**src/include/pio_map.svh**
```systemverilog
/*
 shared-pin parallel port: widths, implemented-bit mask and reset values.
 assumes inclusion by bare name from the package and the design.
*/
`ifndef PIO_MAP_SVH
`define PIO_MAP_SVH
`define PIO_WIDTH 16
`define PIO_IMPL_MASK 16'hffff
`define PIO_DIR_RST 16'hffff
`define PIO_LAT_RST 16'h0000
`endif

```
**src/include/pio_pkg.sv**
```systemverilog
/*
 types for the shared-pin port: pin bundle and peripheral bundle.
 assumes pio_map.svh is on the include path.
*/
`include "pio_map.svh"
package pio_pkg;
  typedef logic [`PIO_WIDTH-1:0] word_t;
  // pad drive: out_en_n low while the port or the peripheral drives the pin
  typedef struct packed {
    word_t out;
    word_t out_en_n;
  } pad_drive_t;
  // sharing peripheral: enabled and actively driving per bit
  typedef struct packed {
    word_t enable;
    word_t drive;
    word_t out;
  } periph_drive_t;
endpackage

```
**src/design/shared_pin_parallel_port.sv**
```systemverilog
/*
 one port slice of 16 shared pins with direction, latch and pin-state paths.
 assumes a software write strobe per register on ref_clk, pad inputs asynchronous.
*/
`timescale 1ns/1ps
`include "pio_map.svh"
module shared_pin_parallel_port (
  input wire logic ref_clk,
  input wire logic rst,
  input wire logic clk_en,
  input wire logic dir_wr,
  input wire logic lat_wr,
  input wire logic pin_wr,
  input wire pio_pkg::word_t wr_data,
  input wire pio_pkg::periph_drive_t periph,
  input wire pio_pkg::word_t pad_in,
  output pio_pkg::pad_drive_t pad,
  output pio_pkg::word_t pin_direction_reg,
  output pio_pkg::word_t output_latch_reg,
  output pio_pkg::word_t pin_state_reg,
  output pio_pkg::word_t periph_in
);
  // ***********************************
  // software registers
  // ***********************************
  pio_pkg::word_t dir_next;
  pio_pkg::word_t lat_next;
  pio_pkg::word_t sync1_reg;
  pio_pkg::word_t pin_next;
  // per-bit nets: each bit has its own continuous driver in the loop below
  wire pio_pkg::word_t own;
  wire pio_pkg::pad_drive_t pad_next;
  wire pio_pkg::word_t periph_in_next;
  localparam pio_pkg::word_t impl_mask = `PIO_IMPL_MASK;

  always_comb begin
    dir_next = pin_direction_reg;
    lat_next = output_latch_reg;
    if (dir_wr) begin
      dir_next = wr_data & `PIO_IMPL_MASK;
    end
    // latch writes and pin-state writes land in the same latch
    if (lat_wr || pin_wr) begin
      lat_next = wr_data & `PIO_IMPL_MASK;
    end
  end

  always_ff @(posedge ref_clk or posedge rst) begin
    if (rst) begin
      pin_direction_reg <= `PIO_DIR_RST & `PIO_IMPL_MASK;
      output_latch_reg <= `PIO_LAT_RST;
    end else if (clk_en) begin
      pin_direction_reg <= dir_next;
      output_latch_reg <= lat_next;
    end
  end

  // ***********************************
  // pin read path
  // ***********************************
  // pin level read whoever owns the driver
  assign pin_next = sync1_reg & `PIO_IMPL_MASK;

  always_ff @(posedge ref_clk or posedge rst) begin
    if (rst) begin
      sync1_reg <= 16'h0000;
      pin_state_reg <= 16'h0000;
    end else if (clk_en) begin
      sync1_reg <= pad_in;
      pin_state_reg <= pin_next;
    end
  end

  // ***********************************
  // output muxes
  // ***********************************
  // per bit: a data mux and an enable mux, peripheral or port
  genvar i;
  generate
    for (i = 0; i < `PIO_WIDTH; i++) begin : g_bit
      // input-only peripherals never assert drive, so the pin stays the port's
      assign own[i] = periph.enable[i] & periph.drive[i];
      // data mux
      assign pad_next.out[i] = own[i] ? periph.out[i] : output_latch_reg[i];
      // enable mux; an unimplemented bit is driven only while the peripheral owns it
      assign pad_next.out_en_n[i] = own[i] ? 1'b0
        : (pin_direction_reg[i] | ~impl_mask[i]);
      // a port-driven bit feeds the peripheral zero, not its own output
      // only the second sync stage is read, so a metastable first stage never leaks
      assign periph_in_next[i] = (!own[i] && !pin_direction_reg[i]) ? 1'b0
        : pin_state_reg[i];
    end
  endgenerate

  always_ff @(posedge ref_clk or posedge rst) begin
    if (rst) begin
      pad <= '{out: 16'h0000, out_en_n: 16'hffff};
      periph_in <= 16'h0000;
    end else if (clk_en) begin
      pad <= pad_next;
      periph_in <= periph_in_next;
    end
  end
endmodule

```
**config.mk**
```make
export PLATFORM = sky130hd
export DESIGN_NAME = shared_pin_parallel_port
export DESIGN_NICKNAME = d
export VERILOG_FILES = /design/src/include/pio_pkg.sv /design/src/design/shared_pin_parallel_port.sv
export VERILOG_INCLUDE_DIRS = /design/src /design/src/include
export SDC_FILE = /design/constraint.sdc
export NUM_CORES = 1
export LEC_CHECK = 0
export ABC_AREA = 0
export BUFFER_PORTS_ARGS = -buffer_cell sky130_fd_sc_hd__buf_2
export CAP_MARGIN = 0
export CORE_MARGIN = 4
export CORE_UTILIZATION = 35
export DETAILED_ROUTE_END_ITERATION = 8
export PLACE_DENSITY_LB_ADDON = 0.08
export SKIP_LAST_GASP = 1
export SLEW_MARGIN = 20
export SYNTH_ARGS = -nofsm -noshare
export SYNTH_HDL_FRONTEND = slang
export SYNTH_SLANG_ARGS = --single-unit
```
**constraint.sdc**
```tcl
create_clock -name ref_clk -period 7.9 [get_ports ref_clk]
set_input_delay 0 -clock ref_clk [delete_from_list [all_inputs] [get_ports ref_clk]]
set_output_delay 0 -clock ref_clk [all_outputs]
set_load 0.05 [all_outputs]
```
==> impl_metrics.ini <==
[status]
result_of_the_run = completed

[final_layout]
synthToLayoutAreaGrowth_pct = 47.3
final_cell_mix = 180 x buf_2, 92 x dlygate4sd3_1, 80 x dfrtp_1
n_fill_cell = 1173
layout.cells.non_filler = 806
post_route_cells_drive_above_1_share_pct = 52.1
finalInstanceArea_sq_mm = 0.00708
layout.cells.most_common = buf_2
regMostFlops = pad
number_of_flip_flops_in_the_largest_register = 32
num_antenna_cells = 0
finalNetCount = 711

[floorplanning]
ios = 182
floorplan.die_area_sq_mm = 0.0157
fp.dieW_um = 125
die_height_um = 125
design.core.area_sq_mm = 0.0133
row_count = 42
start_util_pct = 36.0

[sta]
max_frequency_mhz = 546
worstMarginPinSlew_ps = 832
grt_setup_unrepaired = false
post-route-period-util_pct = 23.2
fin_crit_ps = 1830
fin_skew_ps = 7.76
setup_viol = 0
slew_headroom_pct = 44.5
timing_hold_violations_final = 0
setup_total_negative_slack_ps = 0
finalMaxSlewViolations = 0
timing.hold.ws_ps = 17.9

[route]
initialDrtViolationCount = 142
detail_route.wirelength_mm = 12.7
drc_errors = 0
detail_route.wl_per_cell_um = 15.7
drt_pre_antenna_iters = 4
dr_total_vias = 3800
routed_via_density = 4.71
drtAntennaViolNets = 0

[clocking]
cts_resized = 0
postCtsSetupRepairBufs = 0
clock_tree.htree_level_count = 3
ctsRootBufferMaster = clkbuf_16
clk_latency_ps = 350
clk_pin_slew_worst_paths_ps = 70
clock_sinks = 112
clk_path_buf_depth = 2
postCtsHoldBufs = 92
cts-buffers-inserted = 9
cts_tree = yes

[critical_path]
cp_slowest_cell = buf_4
worst_ep_required_time_ps = 8190
crit_path_dat_ps = 2120
crit_path_frequent_cell = buf_4
worstPathCellList = buf_4 -> buf_4 -> nor2_1 -> a31oi_1 -> dlygate4sd3_1
path_max_fanout = 66
timing.critical_path.to_type = flop
worstSetupStartpointType = input port
crit_type = in -> reg
crit_path_max_incr_delay_ps = 760
rr_worst_depth = 3

[yosys]
dominant_combinational_cell_family_by_area_after_synthesis = multiplexers
ys_seq_elements = 112
netlist-cell-type-count = 17
post_synth_xor_xnor_area_pct = 0
yosys.area_share.adder_pct = 0
synth_nets = 440
synthesis.yosys.warnings = 0
postSynthCellCount = 354
synth.yosys.seq_area_share_pct = 59.1
post_synth_and_or_nand_nor_area_fraction_pct = 4.40
syn-cell-area_sq_mm = 0.00481
syn_area_per_cell_sq_um = 13.6
yosys-mux-area-fraction_pct = 20.7
synth-compound-area-share_pct = 12.0

[global_routing]
overflow = 0
first_global_vias = 3903
initial_antenna_violation_count = 0
grt_start_max_net_pins = 67
grt_use_total_pct = 16.4
grt_pass1_wl_mm = 20.8

[power]
cellLeakagePower_nw = 3.30
ir_worst_vdd_mv = 0.117
cellPowerDensity_mw_per_mm2 = 257

[placed_design]
gp_congestion = 0.796
placement.io_buffers = 181
dp_hpwl_mm = 8.66
dp.cells = 698
placed_cell_area_sq_mm = 0.00584

[min_path]
whs_path_depth = 3
hold_path.class = in -> reg

[flow_run]
cap_viol_max_count = 0
-- stage by stage --
step / setup WS [ps] / power, mW / utilization [%]
2_1_floorplan: 4990 / 1.15 / -
4_1_cts: 6100 / 1.85 / 53.1
5_1_grt: 5930 / 1.91 / 53.1
6_report: 6070 / 1.82 / 53.1
3_5_place_dp: 5820 / 1.29 / 43.7
3_3_place_gp: 5850 / 1.29 / 43.7
-- cell families (layout without fill, tap and decap cells) --
kind of cell	count (synthesis)	after routing
and+or+nand+nor	49	49
muxes	80	80
DFF	112	112
AOI/OAI and AO/OA	81	81
buffers and inverters	32	308
-- per-layer routing --
| metal | track usage [%] | wire length [um] |
|---|---|---|
| met5 | 0 | 0 |
| met4 | 3.83 | 114 |
| met3 | 5.37 | 983 |
| met2 | 27.2 | 6140 |
| met1 | 21.0 | 5420 |
-- synthesized netlist by cell type --
library cell  instances  area [sq um]
nand2_1              16          60.1
nand3_1              16          80.1
dfstp_2              32           841
inv_1                17          63.8
buf_6                 7          78.8
o21ai_4               1          16.3
a31oi_1              16           100
nand2_4               1          11.3
dfrtp_1              80          2000
mux2_2               55           619
mux2_4               25           375
a21boi_0             16           120
a21bo_2              16           160
o22ai_1              16           100
buf_2                 8          40.0
nor2_1               16          60.1
a21oi_1              16          80.1
-- worst max-delay path: cells and delay by family --
family	cells	cell delay [ps]
and+or+nand+nor	1	110
AOI/OAI and AO/OA	1	160
buffers and inverters	3	1770
-- final timing paths --
| check | startpoint | to | slack (ps) |
|---|---|---|---|
| setup / recovery | clk_en | pad[30]$_DFFE_PP0P_ | 6070 |
| hold / removal | periph[45] | periph_in[13]$_DFFE_PP0P_ | 20 |
| setup reg to reg | output_latch_reg[0]$_DFFE_PP0P_ | pad[16]$_DFFE_PP0P_ | 6500 |
| hold reg to reg | pin_next[4]$_DFFE_PP0P_ | pin_next[4]$_DFFE_PP0P_ | 510 |
| max in group asynchronous | rst | pin_next[6]$_DFFE_PP0P_ | 6440 |
| min in group asynchronous | rst | pin_next[0]$_DFFE_PP0P_ | 340 |
-- power breakdown --
group / switching, mW / internal (mW) / leakage [nW] / total [mW]
clock: 0.199 / 0.295 / 0.160 / 0.494
sequential: 0.0573 / 0.677 / 1.28 / 0.734
combinational: 0.394 / 0.199 / 1.85 / 0.593
total: 0.650 / 1.17 / 3.30 / 1.82
-- area by class of cell --
type / instances / area [sq um] / area share, %
inverter: 17 / 66.3 / 0.936
timing repair buffer: 275 / 1840 / 26.0
tap: 176 / 220 / 3.11
clock inverter: 3 / 65.1 / 0.919
clock buffer: 13 / 260 / 3.67
multi-input combinational: 210 / 1780 / 25.2
sequential: 112 / 2840 / 40.1
Note: power is estimated with default switching activity, not from simulation.
